### src/logic/tss_pkg.sv
// constants for the special transmit symbol block
package tss_pkg;
   localparam logic [7:0] ADDR_RATE      = 8'h4C;
   localparam logic [7:0] ADDR_S0_HIGH   = 8'h4D;
   localparam logic [7:0] ADDR_S0_LOW    = 8'h4E;
   localparam logic [7:0] ADDR_S1_HIGH   = 8'h4F;
   localparam logic [7:0] ADDR_S1_LOW    = 8'h50;
   localparam logic [7:0] ADDR_S2        = 8'h51;
   localparam logic [7:0] ADDR_S3        = 8'h52;
   localparam logic [7:0] ADDR_LEN_LOWER = 8'h53;
   localparam logic [7:0] ADDR_LEN_UPPER = 8'h54;
   localparam logic [7:0] ADDR_BURST     = 8'h55;
   localparam logic [7:0] ADDR_ENVELOPE  = 8'h56;
   localparam logic [7:0] RESET_VALUE    = 8'h00;
   localparam logic [7:0] MASK_LEN_UPPER = 8'h77;
   localparam logic [7:0] MASK_BURST     = 8'h77;
   localparam logic [7:0] MASK_ENVELOPE  = 8'h7F;
   localparam int         UPPER_SC_BIT   = 7;
   localparam int         UPPER_RATE_LSB = 4;
   localparam int         LOWER_SC_BIT   = 3;
   localparam int         LOWER_RATE_LSB = 0;
   localparam int         S1_LEVEL_BIT   = 6;
   localparam int         S1_ALONE_BIT   = 5;
   localparam int         S1_ENABLE_BIT  = 4;
   localparam int         S0_LEVEL_BIT   = 2;
   localparam int         S0_ALONE_BIT   = 1;
   localparam int         S0_ENABLE_BIT  = 0;
   // rate codes 000b and 001b are reserved
   localparam logic [2:0] RATE_FIRST_LEGAL = 3'h2;
   localparam logic [2:0] ENV_FIRST_RFU    = 3'h6;
   // bit period in core cycles at 40 MHz, index = rate code
   localparam int CORE_HZ = 40_000_000;
   localparam logic [10:0] RATE_CYCLES [8] = '{
      11'h5F5, 11'h5F5, 11'h5F5, 11'h2FA, 11'h17A, 11'h0BD, 11'h05E, 11'h02F};
   typedef enum logic [3:0] {
      TSS_IDLE  = 4'b0001,
      TSS_BURST = 4'b0010,
      TSS_DATA  = 4'b0100,
      TSS_DONE  = 4'b1000
   } tss_state_e;
endpackage : tss_pkg

### src/logic/tss_bit_timer.sv
// bit-period tick generator for the symbol shifter
`timescale 1ns/1ps
`default_nettype none
module tss_bit_timer (
   input  wire logic        core_clk,
   input  wire logic        sys_rst,
   input  wire logic        clkEn,
   input  wire logic        restart,
   input  wire logic [10:0] period,
   output logic             tick
);
   logic [10:0] count;
   wire         atEnd = (count >= period - 11'h001);
   always_ff @(posedge core_clk) begin
      if (sys_rst) begin
         count <= 11'h000;
         tick  <= 1'b0;
      end else if (clkEn) begin
         count <= (restart || atEnd) ? 11'h000 : count + 11'h001;
         tick  <= atEnd && !restart;
      end
   end
endmodule : tss_bit_timer
`default_nettype wire

### src/logic/tx_special_symbol_config.sv
// special transmit symbol registers and symbol shifter
// Operation
// - rate bit 7 picks upper pair subcarrier, 0=424 kHz, 1=848 kHz
// - rate bits 6:4 pick upper pair bit rate; 000b, 001b reserved
// - rate bit 3 picks lower pair subcarrier, 0=424 kHz, 1=848 kHz
// - rate bits 2:0 pick lower pair bit rate, same coding
// - symbol zero pattern is 4Dh upper byte and 4Eh lower byte
// - symbol one pattern is 4Fh upper byte and 50h lower byte
// - symbol two pattern is the byte at 51h
// - symbol three pattern is the byte at 52h
// - 53h bits 7:4 give symbol one valid bits minus one
// - 53h bits 3:0 give symbol zero valid bits minus one
// - 54h bits 6:4 give symbol three valid bits minus one
// - 54h bits 2:0 give symbol two valid bits minus one
// - 55h bit 6 sets symbol one burst level
// - 55h bit 5 sends symbol one as burst without pattern
// - 55h bit 4 adds a burst to symbol one
// - 55h bit 2 sets symbol zero burst level
// - 55h bit 1 sends symbol zero as burst without pattern
// - 55h bit 0 adds a burst to symbol zero
// - 56h bits 2:0 envelope for symbols zero and one; 6h, 7h reserved
`timescale 1ns/1ps
`default_nettype none
module tx_special_symbol_config (
   input  wire logic       core_clk,
   input  wire logic       sys_rst,
   input  wire logic       clkEn,
   input  wire logic       regWrite,
   input  wire logic       regRead,
   input  wire logic [7:0] regAddr,
   input  wire logic [7:0] regWdata,
   output logic      [7:0] regRdata,
   input  wire logic       symStart,
   input  wire logic [1:0] symSelect,
   input  wire logic [7:0] lower_pair_burst_length,
   output logic            symBusy,
   output logic            symData,
   output logic            symBurst,
   output logic            symDone,
   output logic            subcarrierHigh,
   output logic      [2:0] envelopeSelect,
   output logic            rateReserved
);
   logic [7:0] symbol_rate_select;
   logic [7:0] sym_zero_pattern_high;
   logic [7:0] sym_zero_pattern_low;
   logic [7:0] sym_one_pattern_high;
   logic [7:0] sym_one_pattern_low;
   logic [7:0] sym_two_pattern;
   logic [7:0] sym_three_pattern;
   logic [7:0] sym_lower_pair_lengths;
   logic [7:0] sym_upper_pair_lengths;
   logic [7:0] sym_lower_pair_burst_ctrl;
   logic [7:0] envelopeReg;

   tss_pkg::tss_state_e state;
   logic [15:0] shiftPattern;
   logic [4:0]  bitsLeft;
   logic [7:0]  burstLeft;
   logic [1:0]  activeSym;
   logic        burstLevel;
   logic        timerRestart;
   wire         bitTick;

   // decoded fields
   wire       upper_pair_subcarrier_rate = symbol_rate_select[tss_pkg::UPPER_SC_BIT];
   wire [2:0] upper_pair_bit_rate =
      symbol_rate_select[tss_pkg::UPPER_RATE_LSB +: 3];
   wire       lower_pair_subcarrier_rate = symbol_rate_select[tss_pkg::LOWER_SC_BIT];
   wire [2:0] lower_pair_bit_rate =
      symbol_rate_select[tss_pkg::LOWER_RATE_LSB +: 3];
   wire [15:0] symZeroPattern = {sym_zero_pattern_high, sym_zero_pattern_low};
   wire [15:0] symOnePattern  = {sym_one_pattern_high, sym_one_pattern_low};
   wire [3:0] sym_one_valid_bits   = sym_lower_pair_lengths[7:4];
   wire [3:0] sym_zero_valid_bits  = sym_lower_pair_lengths[3:0];
   wire [2:0] sym_three_valid_bits = sym_upper_pair_lengths[6:4];
   wire [2:0] sym_two_valid_bits   = sym_upper_pair_lengths[2:0];
   wire sym_one_burst_level   = sym_lower_pair_burst_ctrl[tss_pkg::S1_LEVEL_BIT];
   wire sym_one_burst_alone   = sym_lower_pair_burst_ctrl[tss_pkg::S1_ALONE_BIT];
   wire sym_one_burst_enable  = sym_lower_pair_burst_ctrl[tss_pkg::S1_ENABLE_BIT];
   wire sym_zero_burst_level  = sym_lower_pair_burst_ctrl[tss_pkg::S0_LEVEL_BIT];
   wire sym_zero_burst_alone  = sym_lower_pair_burst_ctrl[tss_pkg::S0_ALONE_BIT];
   wire sym_zero_burst_enable = sym_lower_pair_burst_ctrl[tss_pkg::S0_ENABLE_BIT];
   wire [2:0] lower_pair_envelope_select = envelopeReg[2:0];

   function automatic logic rateIsReserved(input logic [2:0] code);
      rateIsReserved = (code < tss_pkg::RATE_FIRST_LEGAL);
   endfunction

   // per-symbol selection for a new start
   wire        upperPair = symSelect[1];
   wire [15:0] startPattern =
      (symSelect == 2'd0) ? symZeroPattern :
      (symSelect == 2'd1) ? symOnePattern  :
      (symSelect == 2'd2) ? {sym_two_pattern, 8'h00} : {sym_three_pattern, 8'h00};
   wire [3:0]  startLenCode =
      (symSelect == 2'd0) ? sym_zero_valid_bits :
      (symSelect == 2'd1) ? sym_one_valid_bits  :
      (symSelect == 2'd2) ? {1'b0, sym_two_valid_bits} : {1'b0, sym_three_valid_bits};
   wire [4:0]  startBits = {1'b0, startLenCode} + 5'd1;
   // left-align so the top valid bit goes out first
   wire [15:0] alignedPattern = upperPair ?
      (startPattern << (5'd8 - startBits)) : (startPattern << (5'd16 - startBits));
   wire startBurstEn = (symSelect == 2'd0) ? sym_zero_burst_enable :
                       (symSelect == 2'd1) ? sym_one_burst_enable : 1'b0;
   wire startAlone   = (symSelect == 2'd0) ? sym_zero_burst_alone :
                       (symSelect == 2'd1) ? sym_one_burst_alone : 1'b0;
   wire startLevel   = (symSelect == 2'd0) ? sym_zero_burst_level : sym_one_burst_level;
   // burst-alone with no length still emits nothing but a done
   wire doBurst      = (startBurstEn || startAlone) && (lower_pair_burst_length != 8'h00);
   wire [2:0] activeRate = activeSym[1] ? upper_pair_bit_rate : lower_pair_bit_rate;
   wire [2:0] pickRate   = upperPair ? upper_pair_bit_rate : lower_pair_bit_rate;
   wire [10:0] bitPeriod = tss_pkg::RATE_CYCLES[activeRate];

   wire [7:0] readMux =
      (regAddr == tss_pkg::ADDR_RATE)      ? symbol_rate_select :
      (regAddr == tss_pkg::ADDR_S0_HIGH)   ? sym_zero_pattern_high :
      (regAddr == tss_pkg::ADDR_S0_LOW)    ? sym_zero_pattern_low :
      (regAddr == tss_pkg::ADDR_S1_HIGH)   ? sym_one_pattern_high :
      (regAddr == tss_pkg::ADDR_S1_LOW)    ? sym_one_pattern_low :
      (regAddr == tss_pkg::ADDR_S2)        ? sym_two_pattern :
      (regAddr == tss_pkg::ADDR_S3)        ? sym_three_pattern :
      (regAddr == tss_pkg::ADDR_LEN_LOWER) ? sym_lower_pair_lengths :
      (regAddr == tss_pkg::ADDR_LEN_UPPER) ? sym_upper_pair_lengths :
      (regAddr == tss_pkg::ADDR_BURST)     ? sym_lower_pair_burst_ctrl :
      (regAddr == tss_pkg::ADDR_ENVELOPE)  ? envelopeReg : 8'h00;

   tss_bit_timer i_tss_bit_timer (
      .core_clk (core_clk),
      .sys_rst  (sys_rst),
      .clkEn    (clkEn),
      .restart  (timerRestart),
      .period   (bitPeriod),
      .tick     (bitTick)
   );

   // register writes
   always_ff @(posedge core_clk) begin
      if (sys_rst) begin
         symbol_rate_select        <= tss_pkg::RESET_VALUE;
         sym_zero_pattern_high     <= tss_pkg::RESET_VALUE;
         sym_zero_pattern_low      <= tss_pkg::RESET_VALUE;
         sym_one_pattern_high      <= tss_pkg::RESET_VALUE;
         sym_one_pattern_low       <= tss_pkg::RESET_VALUE;
         sym_two_pattern           <= tss_pkg::RESET_VALUE;
         sym_three_pattern         <= tss_pkg::RESET_VALUE;
         sym_lower_pair_lengths    <= tss_pkg::RESET_VALUE;
         sym_upper_pair_lengths    <= tss_pkg::RESET_VALUE;
         sym_lower_pair_burst_ctrl <= tss_pkg::RESET_VALUE;
         envelopeReg               <= tss_pkg::RESET_VALUE;
      end else if (clkEn && regWrite) begin
         unique case (regAddr)
            tss_pkg::ADDR_RATE:      symbol_rate_select <= regWdata;
            tss_pkg::ADDR_S0_HIGH:   sym_zero_pattern_high <= regWdata;
            tss_pkg::ADDR_S0_LOW:    sym_zero_pattern_low <= regWdata;
            tss_pkg::ADDR_S1_HIGH:   sym_one_pattern_high <= regWdata;
            tss_pkg::ADDR_S1_LOW:    sym_one_pattern_low <= regWdata;
            tss_pkg::ADDR_S2:        sym_two_pattern <= regWdata;
            tss_pkg::ADDR_S3:        sym_three_pattern <= regWdata;
            tss_pkg::ADDR_LEN_LOWER: sym_lower_pair_lengths <= regWdata;
            tss_pkg::ADDR_LEN_UPPER:
               sym_upper_pair_lengths <= regWdata & tss_pkg::MASK_LEN_UPPER;
            tss_pkg::ADDR_BURST:
               sym_lower_pair_burst_ctrl <= regWdata & tss_pkg::MASK_BURST;
            tss_pkg::ADDR_ENVELOPE:  envelopeReg <= regWdata & tss_pkg::MASK_ENVELOPE;
            default: ;
         endcase
      end
   end

   always_ff @(posedge core_clk) begin
      if (sys_rst) begin
         regRdata <= 8'h00;
      end else if (clkEn && regRead) begin
         regRdata <= readMux;
      end
   end

   // symbol sequencer
   always_ff @(posedge core_clk) begin
      if (sys_rst) begin
         state        <= tss_pkg::TSS_IDLE;
         shiftPattern <= 16'h0000;
         bitsLeft     <= 5'd0;
         burstLeft    <= 8'h00;
         activeSym    <= 2'd0;
         burstLevel   <= 1'b0;
         timerRestart <= 1'b1;
         symBusy      <= 1'b0;
         symData      <= 1'b0;
         symBurst     <= 1'b0;
         symDone      <= 1'b0;
      end else if (clkEn) begin
         symDone      <= 1'b0;
         timerRestart <= 1'b0;
         unique case (state)
            tss_pkg::TSS_IDLE: begin
               timerRestart <= 1'b1;
               // reserved rate code: start refused, symbol not sent
               if (symStart && !rateIsReserved(pickRate)) begin
                  activeSym    <= symSelect;
                  shiftPattern <= alignedPattern;
                  bitsLeft     <= startAlone ? 5'd0 : startBits;
                  burstLeft    <= lower_pair_burst_length;
                  burstLevel   <= startLevel;
                  symBusy      <= 1'b1;
                  timerRestart <= 1'b0;
                  if (doBurst) begin
                     state    <= tss_pkg::TSS_BURST;
                     symBurst <= 1'b1;
                     symData  <= startLevel;
                  end else if (!startAlone) begin
                     state   <= tss_pkg::TSS_DATA;
                     symData <= alignedPattern[15];
                  end else begin
                     state <= tss_pkg::TSS_DONE;
                  end
               end
            end
            tss_pkg::TSS_BURST: begin
               symData <= burstLevel;
               if (bitTick) begin
                  burstLeft <= burstLeft - 8'h01;
                  if (burstLeft == 8'h01) begin
                     symBurst <= 1'b0;
                     if (bitsLeft == 5'd0) begin
                        state <= tss_pkg::TSS_DONE;
                     end else begin
                        state   <= tss_pkg::TSS_DATA;
                        symData <= shiftPattern[15];
                     end
                  end
               end
            end
            tss_pkg::TSS_DATA: begin
               if (bitTick) begin
                  bitsLeft     <= bitsLeft - 5'd1;
                  shiftPattern <= {shiftPattern[14:0], 1'b0};
                  symData      <= shiftPattern[14];
                  if (bitsLeft == 5'd1) begin
                     state <= tss_pkg::TSS_DONE;
                  end
               end
            end
            tss_pkg::TSS_DONE: begin
               state   <= tss_pkg::TSS_IDLE;
               symBusy <= 1'b0;
               symData <= 1'b0;
               symDone <= 1'b1;
            end
            default: state <= tss_pkg::TSS_IDLE;
         endcase
      end
   end

   // modulator settings for the symbol in flight
   always_ff @(posedge core_clk) begin
      if (sys_rst) begin
         subcarrierHigh <= 1'b0;
         envelopeSelect <= 3'h0;
         rateReserved   <= 1'b0;
      end else if (clkEn) begin
         subcarrierHigh <= activeSym[1] ? upper_pair_subcarrier_rate
                                        : lower_pair_subcarrier_rate;
         // reserved envelope codes fall back to direct output
         envelopeSelect <= (lower_pair_envelope_select >= tss_pkg::ENV_FIRST_RFU) ?
                           3'h0 : lower_pair_envelope_select;
         rateReserved   <= rateIsReserved(activeRate);
      end
   end
endmodule : tx_special_symbol_config
`default_nettype wire

### config.mk
export PLATFORM = sky130hd
export DESIGN_NAME = tx_special_symbol_config
export DESIGN_NICKNAME = d
export VERILOG_FILES = /design/src/logic/tss_pkg.sv /design/src/logic/tss_bit_timer.sv /design/src/logic/tx_special_symbol_config.sv
export SDC_FILE = /design/constraint.sdc
export NUM_CORES = 1
export LEC_CHECK = 0
export BUFFER_PORTS_ARGS = -buffer_cell sky130_fd_sc_hd__buf_2
export CAP_MARGIN = 20
export CORE_ASPECT_RATIO = 1.25
export CORE_UTILIZATION = 40
export DETAILED_ROUTE_END_ITERATION = 8
export GPL_ROUTABILITY_DRIVEN = 1
export PLACE_DENSITY = 0.57
export SLEW_MARGIN = 20
export SYNTH_ARGS = -nofsm -noshare
export SYNTH_HDL_FRONTEND = slang
export SYNTH_HIERARCHICAL = 1
export SYNTH_SLANG_ARGS = --single-unit
### constraint.sdc
create_clock -name core_clk -period 4.3 [get_ports core_clk]
set_input_delay 0.86 -clock core_clk [delete_from_list [all_inputs] [get_ports core_clk]]
set_output_delay 0.86 -clock core_clk [all_outputs]
set_load 0.005 [all_outputs]
### Word-level counts from Yosys, hierarchy flattened

Memories as Yosys holds them, arrays and structs flattened.
Index checks and enable logic that the tools add are counted.

| storage, ports and cells | value |
|---|---|
| input bits | 32 |
| bits in read-only memories | 88 |
| bits in latches | 0 |
| word-level logic and storage cells | 171 |
| memories | 1 |
| output and inout port bits | 17 |
| RAM bits | 0 |
| bits in registers | 149 |

| cells by class | value |
|---|---|
| reductions and logical operators | 34 |
| bitwise logic cells | 1 |
| shift operators | 2 |
| $add $sub $neg | 7 |
| multiply operators | 0 |
| $lt $le $gt $ge | 5 |
| muxes and demuxes | 67 |
| div/mod/pow operators | 0 |
| equality and inequality tests | 26 |

Memories:

| name | words | width | read ports | clocked after memory_dff | write ports | RTL line | source |
|---|---|---|---|---|---|---|---|
| (name not given) | 8 | 11 | 1 | 0 | 0 | tx_special_symbol_config.sv:113 | `wire [10:0] bitPeriod = tss_pkg::RATE_CYCLES[activeRate];` |

Operators with widths:

| kind | number |
|---|---|
| 16-bit two-way mux | 6 |
| 8-bit by 7-bit == test with 1-bit output, second input constant | 11 |
| 8-bit two-way mux | 10 |
| 4-bit two-way mux | 10 |
| 11-bit two-way mux | 3 |
| 16-bit one-hot mux with 2 select lines | 1 |
| 16-bit by 5-bit << shifter with 16-bit output | 2 |
| 2-bit AND reduction | 11 |
| 1-bit two-way mux | 21 |
| 7-bit two-way mux | 3 |
| 8-bit one-hot mux with 2 select lines | 1 |
| 5-bit two-way mux | 3 |
| 3-bit two-way mux | 4 |
| 4-bit one-hot mux with 3 select lines | 1 |
| 6-bit AND reduction | 2 |
| 11-bit by 1-bit adder with 11-bit output, second input constant | 1 |
| 11-bit >= comparator | 1 |
| 11-bit by 1-bit subtractor with 11-bit output, second input constant | 1 |
| 5-bit one-hot mux with 2 select lines | 1 |
| 8-bit by 1-bit == test with 1-bit output, second input constant | 1 |
| 2-bit inequality test, second input constant | 4 |
| 4-bit AND reduction | 2 |
| 8-bit nonzero test | 1 |
| 8-bit by 1-bit subtractor with 8-bit output, second input constant | 1 |
| 28 further kinds | 40 |

### Longest topological paths before layout

| logic depth | value |
|---|---|
| word-level depth | 12 |
| mapped depth | 16 |
| gate-level depth less buffers | 15 |

### Cells and area by module

The synthesis kept the hierarchy.

By module, submodules not included:

| module | seq. area each (µm²) | area an instance (µm²) | cells each | instances |
|---|---|---|---|---|
| tx_special_symbol_config | 2722.6 | 7968.9 | 924 | 1 |
| tss_bit_timer | 240.2 | 905.9 | 107 | 1 |

### Least setup slack after synthesis

No wires, ideal clock.

| path | value |
|---|---|
| path type | input -> register |
| start | input symSelect[0] |
| end | register shiftPattern[11] |
| data arrival time | 3.851 ns |
| library setup time | 0.058 ns |
| data required time | 4.242 ns |
| stages | 13 |
| slack | 0.392 ns |
| cells stage by stage | buf_6 > mux4_2 > buf_2 > buf_2 > nand3_1 > xor2_1 > ha_1 > nand2_1 > o211a_1 > or3_4 > or3_4 > nor4_2 > a211o_1 |

| between the ends | value |
|---|---|
| longest elaborated chain between the ends | 10 |
| elaborated cells between the ends (all ways) | 17 |
| those cells by class | 3 x add/sub; 2 x eq/ne; 2 x shift; 9 x mux; 1 x reduce/logical |

RTL lines:

| what | RTL line | source |
|---|---|---|
| from (decl) | tx_special_symbol_config.sv:34 | `input wire logic [1:0] symSelect,` |
| 2-bit == test | tx_special_symbol_config.sv:95, tx_special_symbol_config.sv:99 |  |
| 3-bit two-way mux | tx_special_symbol_config.sv:99 | `(symSelect == 2'd2) ? {1'b0, sym_two_valid_bits} : {1'b0, sym_three_valid_bits};` |
| 4-bit two-way mux | tx_special_symbol_config.sv:98 | `(symSelect == 2'd1) ? sym_one_valid_bits :` |
| 4-bit two-way mux | tx_special_symbol_config.sv:97 | `(symSelect == 2'd0) ? sym_zero_valid_bits :` |
| 4-bit by 1-bit adder with 5-bit output | tx_special_symbol_config.sv:100 | `wire [4:0] startBits = {1'b0, startLenCode} + 5'd1;` |
| 5-bit subtractor / 4-bit by 5-bit subtractor with 5-bit output (equally long branches) | tx_special_symbol_config.sv:103 | `(startPattern << (5'd8 - startBits)) : (startPattern << (5'd16 - startBits));` |
| 16-bit by 5-bit << shifter with 16-bit output | tx_special_symbol_config.sv:103 |  |
| 16-bit two-way mux (*) | tx_special_symbol_config.sv:102 | `wire [15:0] alignedPattern = upperPair ?` |
| 16-bit two-way mux (*) | tx_special_symbol_config.sv:200 | `if (symStart && !rateIsReserved(pickRate)) begin` |
| 16-bit one-hot mux with 2 select lines (*) | tx_special_symbol_config.sv:196 | `unique case (state)` |
| to (signal assigned) | tx_special_symbol_config.sv:202 | `shiftPattern <= alignedPattern;` |
| to (signal assigned) | tx_special_symbol_config.sv:238 | `shiftPattern <= {shiftPattern[14:0], 1'b0};` |
| to (decl) | tx_special_symbol_config.sv:57 | `logic [15:0] shiftPattern;` |

Every way passes the cells marked *; elsewhere a longest branch is shown, timed or not. The select of a mux whose other input is x is not followed.
A chain may end at the register's enable or synchronous reset.

### Worst setup path in the final report

| path | value |
|---|---|
| start | register activeSym[1] |
| end | register i_tss_bit_timer.count[6] |

| between the ends | value |
|---|---|
| longest elaborated chain between the ends | 9 |

RTL lines:

| what | RTL line | source |
|---|---|---|
| from (decl) | tx_special_symbol_config.sv:60 | `logic [1:0] activeSym;` |
| from (signal assigned) | tx_special_symbol_config.sv:201 | `activeSym <= symSelect;` |
| 3-bit two-way mux | tx_special_symbol_config.sv:111 | `wire [2:0] activeRate = activeSym[1] ? upper_pair_bit_rate : lower_pair_bit_rate;` |
| 3-bit inverter with 4-bit output (implied by the code) | tx_special_symbol_config.sv:113 |  |
| memory 8 x 11 bit | - |  |
| 11-bit two-way mux (implied by the code) (2 in a row) | tx_special_symbol_config.sv:113 |  |
| net bitPeriod[9] | tx_special_symbol_config.sv:113 |  |
| 11-bit by 1-bit subtractor with 11-bit output | tss_bit_timer.sv:13 | `wire atEnd = (count >= period - 11'h001);` |
| 11-bit >= comparator | tss_bit_timer.sv:13 |  |
| 1-bit logical OR | tss_bit_timer.sv:19 | `count <= (restart \|\| atEnd) ? 11'h000 : count + 11'h001;` |
| 11-bit two-way mux | tss_bit_timer.sv:19 |  |
| to (signal assigned) | tss_bit_timer.sv:19 |  |
| to (decl) | tss_bit_timer.sv:12 | `logic [10:0] count;` |

The timed path passes the listed nets, and every way through them passes these cells. The select of a mux whose other input is x is not followed.

==> impl_metrics.tcl <==
set metrics [dict create \
    path_cells "mux2_2 > nor2_1 > a21oi_1 > nor4_2 > nand2_1 > nor3_1 > xnor2_1 > ha_1 > nand4_1 > a2111o_1 > a41oi_4 > nor2_1" \
    grt_max_degree 106 \
    finalHoldViolCount 0 \
    cts_hold_buffers 0 \
    portBuffers 48 \
    cts.clk_slew.worst_paths_ns 0.07 \
    yosysWarnings 6 \
    gp_congestion 0.9077 \
    final_cells 1336 \
    finalCriticalPeriod_ns 3.618 \
    routedWlPerCell_um 19.10 \
    top_register "shiftPattern" \
    rr_startpoint "activeSym[1]" \
    cts_setup_buffers 0 \
    cp_common_cell "nor2_1" \
    synth.distinct_cells 87 \
    insertion_delay_ns 0.42 \
    finClkSkew_ns 0.01036 \
    critical_path_class "reg -> reg" \
    syn_area_mm2 0.008875 \
    vias 7696 \
    fillers 2172 \
    clock_sinks 148 \
    syn_inst 1031 \
    dp_hpwl_um 18610 \
    cp_max_fo 9 \
    track_usage_pct 23.10 \
    path_buf_inv 0 \
    drtIter0Drc 541 \
    grt_antenna_before_repair 0 \
    tritoncts "built" \
    rows 60 \
    required_ns 4.60 \
    status "completed" \
    powerDensity_mw_per_mm2 323.5 \
    slew_viol_final 0 \
    hold_class "reg -> reg" \
    ant_nets 0 \
    cp-startpoint "activeSym[1]" \
    syn_nets 1082 \
    pin_count 49 \
    busiest_layer "met2" \
    met1_usage_pct 28.74 \
    hold_path_end "envelopeSelect[2]" \
    worst_pin_slew_ns 0.9823 \
    fmax_ghz 0.2764 \
    min_from "envelopeSelect[2]" \
    drc 0 \
    worstRegToRegCells 12 \
    die_area_mm2 0.02279 \
    rr_endpoint "i_tss_bit_timer/count[6]" \
    cts_root_buf "clkbuf_16" \
    synth_area_leaders "dfxtp_1 33%, mux2i_1 11%, mux4_2 6.3%" \
    setup-violations-final 0 \
    drive_above_1_share_pct 15.89 \
    setup_tns_ns 0 \
    synth_top_flop_cell "dfxtp_1" \
    rsz0062_at_grt "no" \
    critPathTopFamily "simple AND/OR/NAND/NOR gates" \
    use_met3_pct 3.264 \
    overflow 0 \
    first_pass_iters 5 \
    max_cap_violations 0 \
    die_h_um 168.5 \
    viasPerCell 5.760 \
    synth_top_cell_area_share_pct 33.39 \
    wl_um 25510 \
    antenna_cells 0 \
    grt_pass1_wl_um 40740 \
    critPathArrivalTime_ns 3.92 \
    dp_cells 1304 \
    ctsResizeCount 0 \
    start_util_pct 41.05 \
    end_kind "flop" \
    slowest_stage "dfxtp_1" \
    rrSetupSlack_ns 0.68 \
    met2_usage_pct 39.40 \
    cts_buffers 17 \
    finalNetCount 1095 \
    max_stage_delay_ns 0.57 \
    largest_register_ffs 16 \
    area_growth_pct 11.55 \
    synth.most_common_cell "dfxtp_1" \
    top_regs "shiftPattern (16), i_tss_bit_timer/count (11)" \
    period_share_pct 84.14 \
    design.core.area_mm2 0.02162 \
    synth-edff-count 0 \
    clk_path_buf_depth 2 \
    die_w_um 135.2 \
    ys_async_sr_fraction_pct 0 \
    crit_path_start_kind "flop" \
    yosys.area.top_type "dfxtp_1" \
    yosysSeqAreaShare_pct 33.39 \
    hold_depth 2 \
    power_leakage_nw 3.590 \
    synth-seq-cells 148 \
    peakVddDrop_v 0.0002680 \
    grt_pass1_vias 7288 \
    synthTopCellsByCount "148 x dfxtp_1, 144 x nor2_1, 106 x nand2_1, 97 x mux2i_1, 69 x a21oi_1" \
    syn_avg_cell_area_um2 8.608 \
    timing.slew.headroom_pct 33.97 \
    htree_levels 4 \
]
## per-stage QoR
stage	utilization, %	power (mW)	area (um^2)	worst slack, ns	hold slack, ns
5_1_grt	45.79	3.317	9899	0.3803	0.4886
2_1_floorplan	-	1.646	8875	0.3918	0.4430
3_5_place_dp	43.06	1.728	9309	0.3743	0.4590
4_1_cts	45.79	3.228	9899	0.6576	0.4702
3_3_place_gp	43.06	1.727	9309	0.4556	0.4528
6_report	45.79	3.202	9899	0.6821	0.4685
## where the power goes
group / internal, mW / switching, mW
Sequential: 1.39 / 0.0252
Clock: 0.828 / 0.677
Combinational: 0.102 / 0.177
Total: 2.32 / 0.879
## how the worst max path moves through the flow
stage,slack (ns),endpoint,cells past startpoint
finish,0.68,i_tss_bit_timer/count[6],12
global route,0.38,i_tss_bit_timer/count[8],12
CTS,0.66,i_tss_bit_timer/count[6],12
detailed placement,0.37,shiftPattern[11],11
global placement,0.46,shiftPattern[11],11
floorplan,0.39,shiftPattern[11],13
## worst register-to-register path: stages (launching register included)
cell      delay, ns
dfxtp_1        0.57
mux2_2         0.42
nor2_1         0.29
a21oi_1        0.17
nor4_2         0.33
nand2_1        0.14
nor3_1         0.24
xnor2_1        0.10
ha_1           0.29
nand4_1        0.13
a2111o_1       0.38
a41oi_4        0.35
nor2_1         0.09
## cells in the final DEF, fill, tap and decap left out, drive strengths merged, types with 16 or more instances in the layout
cell / n
dfxtp: 148
nor2: 148
nand2: 107
mux2i: 99
a21oi: 69
buf: 69
nand3: 49
o21ai: 34
nor3: 28
mux4: 25
inv: 25
ha: 19
clkbuf: 17
a211oi: 16
nand2b: 16
## logic make-up (layout without fill, tap and decap cells)
family / after synthesis / count (layout) / synth area share [%]
AND/OR/NAND/NOR: 415 / 415 / 22.60
adder cells (fa/ha/maj): 19 / 19 / 2.679
flip-flops: 148 / 148 / 33.39
buffers and inverters: 90 / 116 / 4.399
AO/OA/AOI/OAI: 198 / 198 / 14.90
multiplexers: 136 / 136 / 19.31
XOR/XNOR: 25 / 25 / 2.721
## per-layer routing
| layer | vias to the layer above | wire length (um) |
|---|---|---|
| met2 | 198 | 12670 |
| li1 | 3762 | - |
| met4 | 0 | 882 |
| met3 | 57 | 778 |
| met1 | 3679 | 11180 |
| met5 | - | 0 |
## layout make-up
type	count	area, um^2	share of cell area (%)
multi-input combinational	793	5528	55.84
sequential	148	2963	29.93
clock buffer	17	425.4	4.297
timing repair buffer	69	412.9	4.171
tap	279	349.1	3.526
clock inverter	15	165.2	1.668
inverter	15	56.30	0.5688
Power figures use the tool's default switching activity.
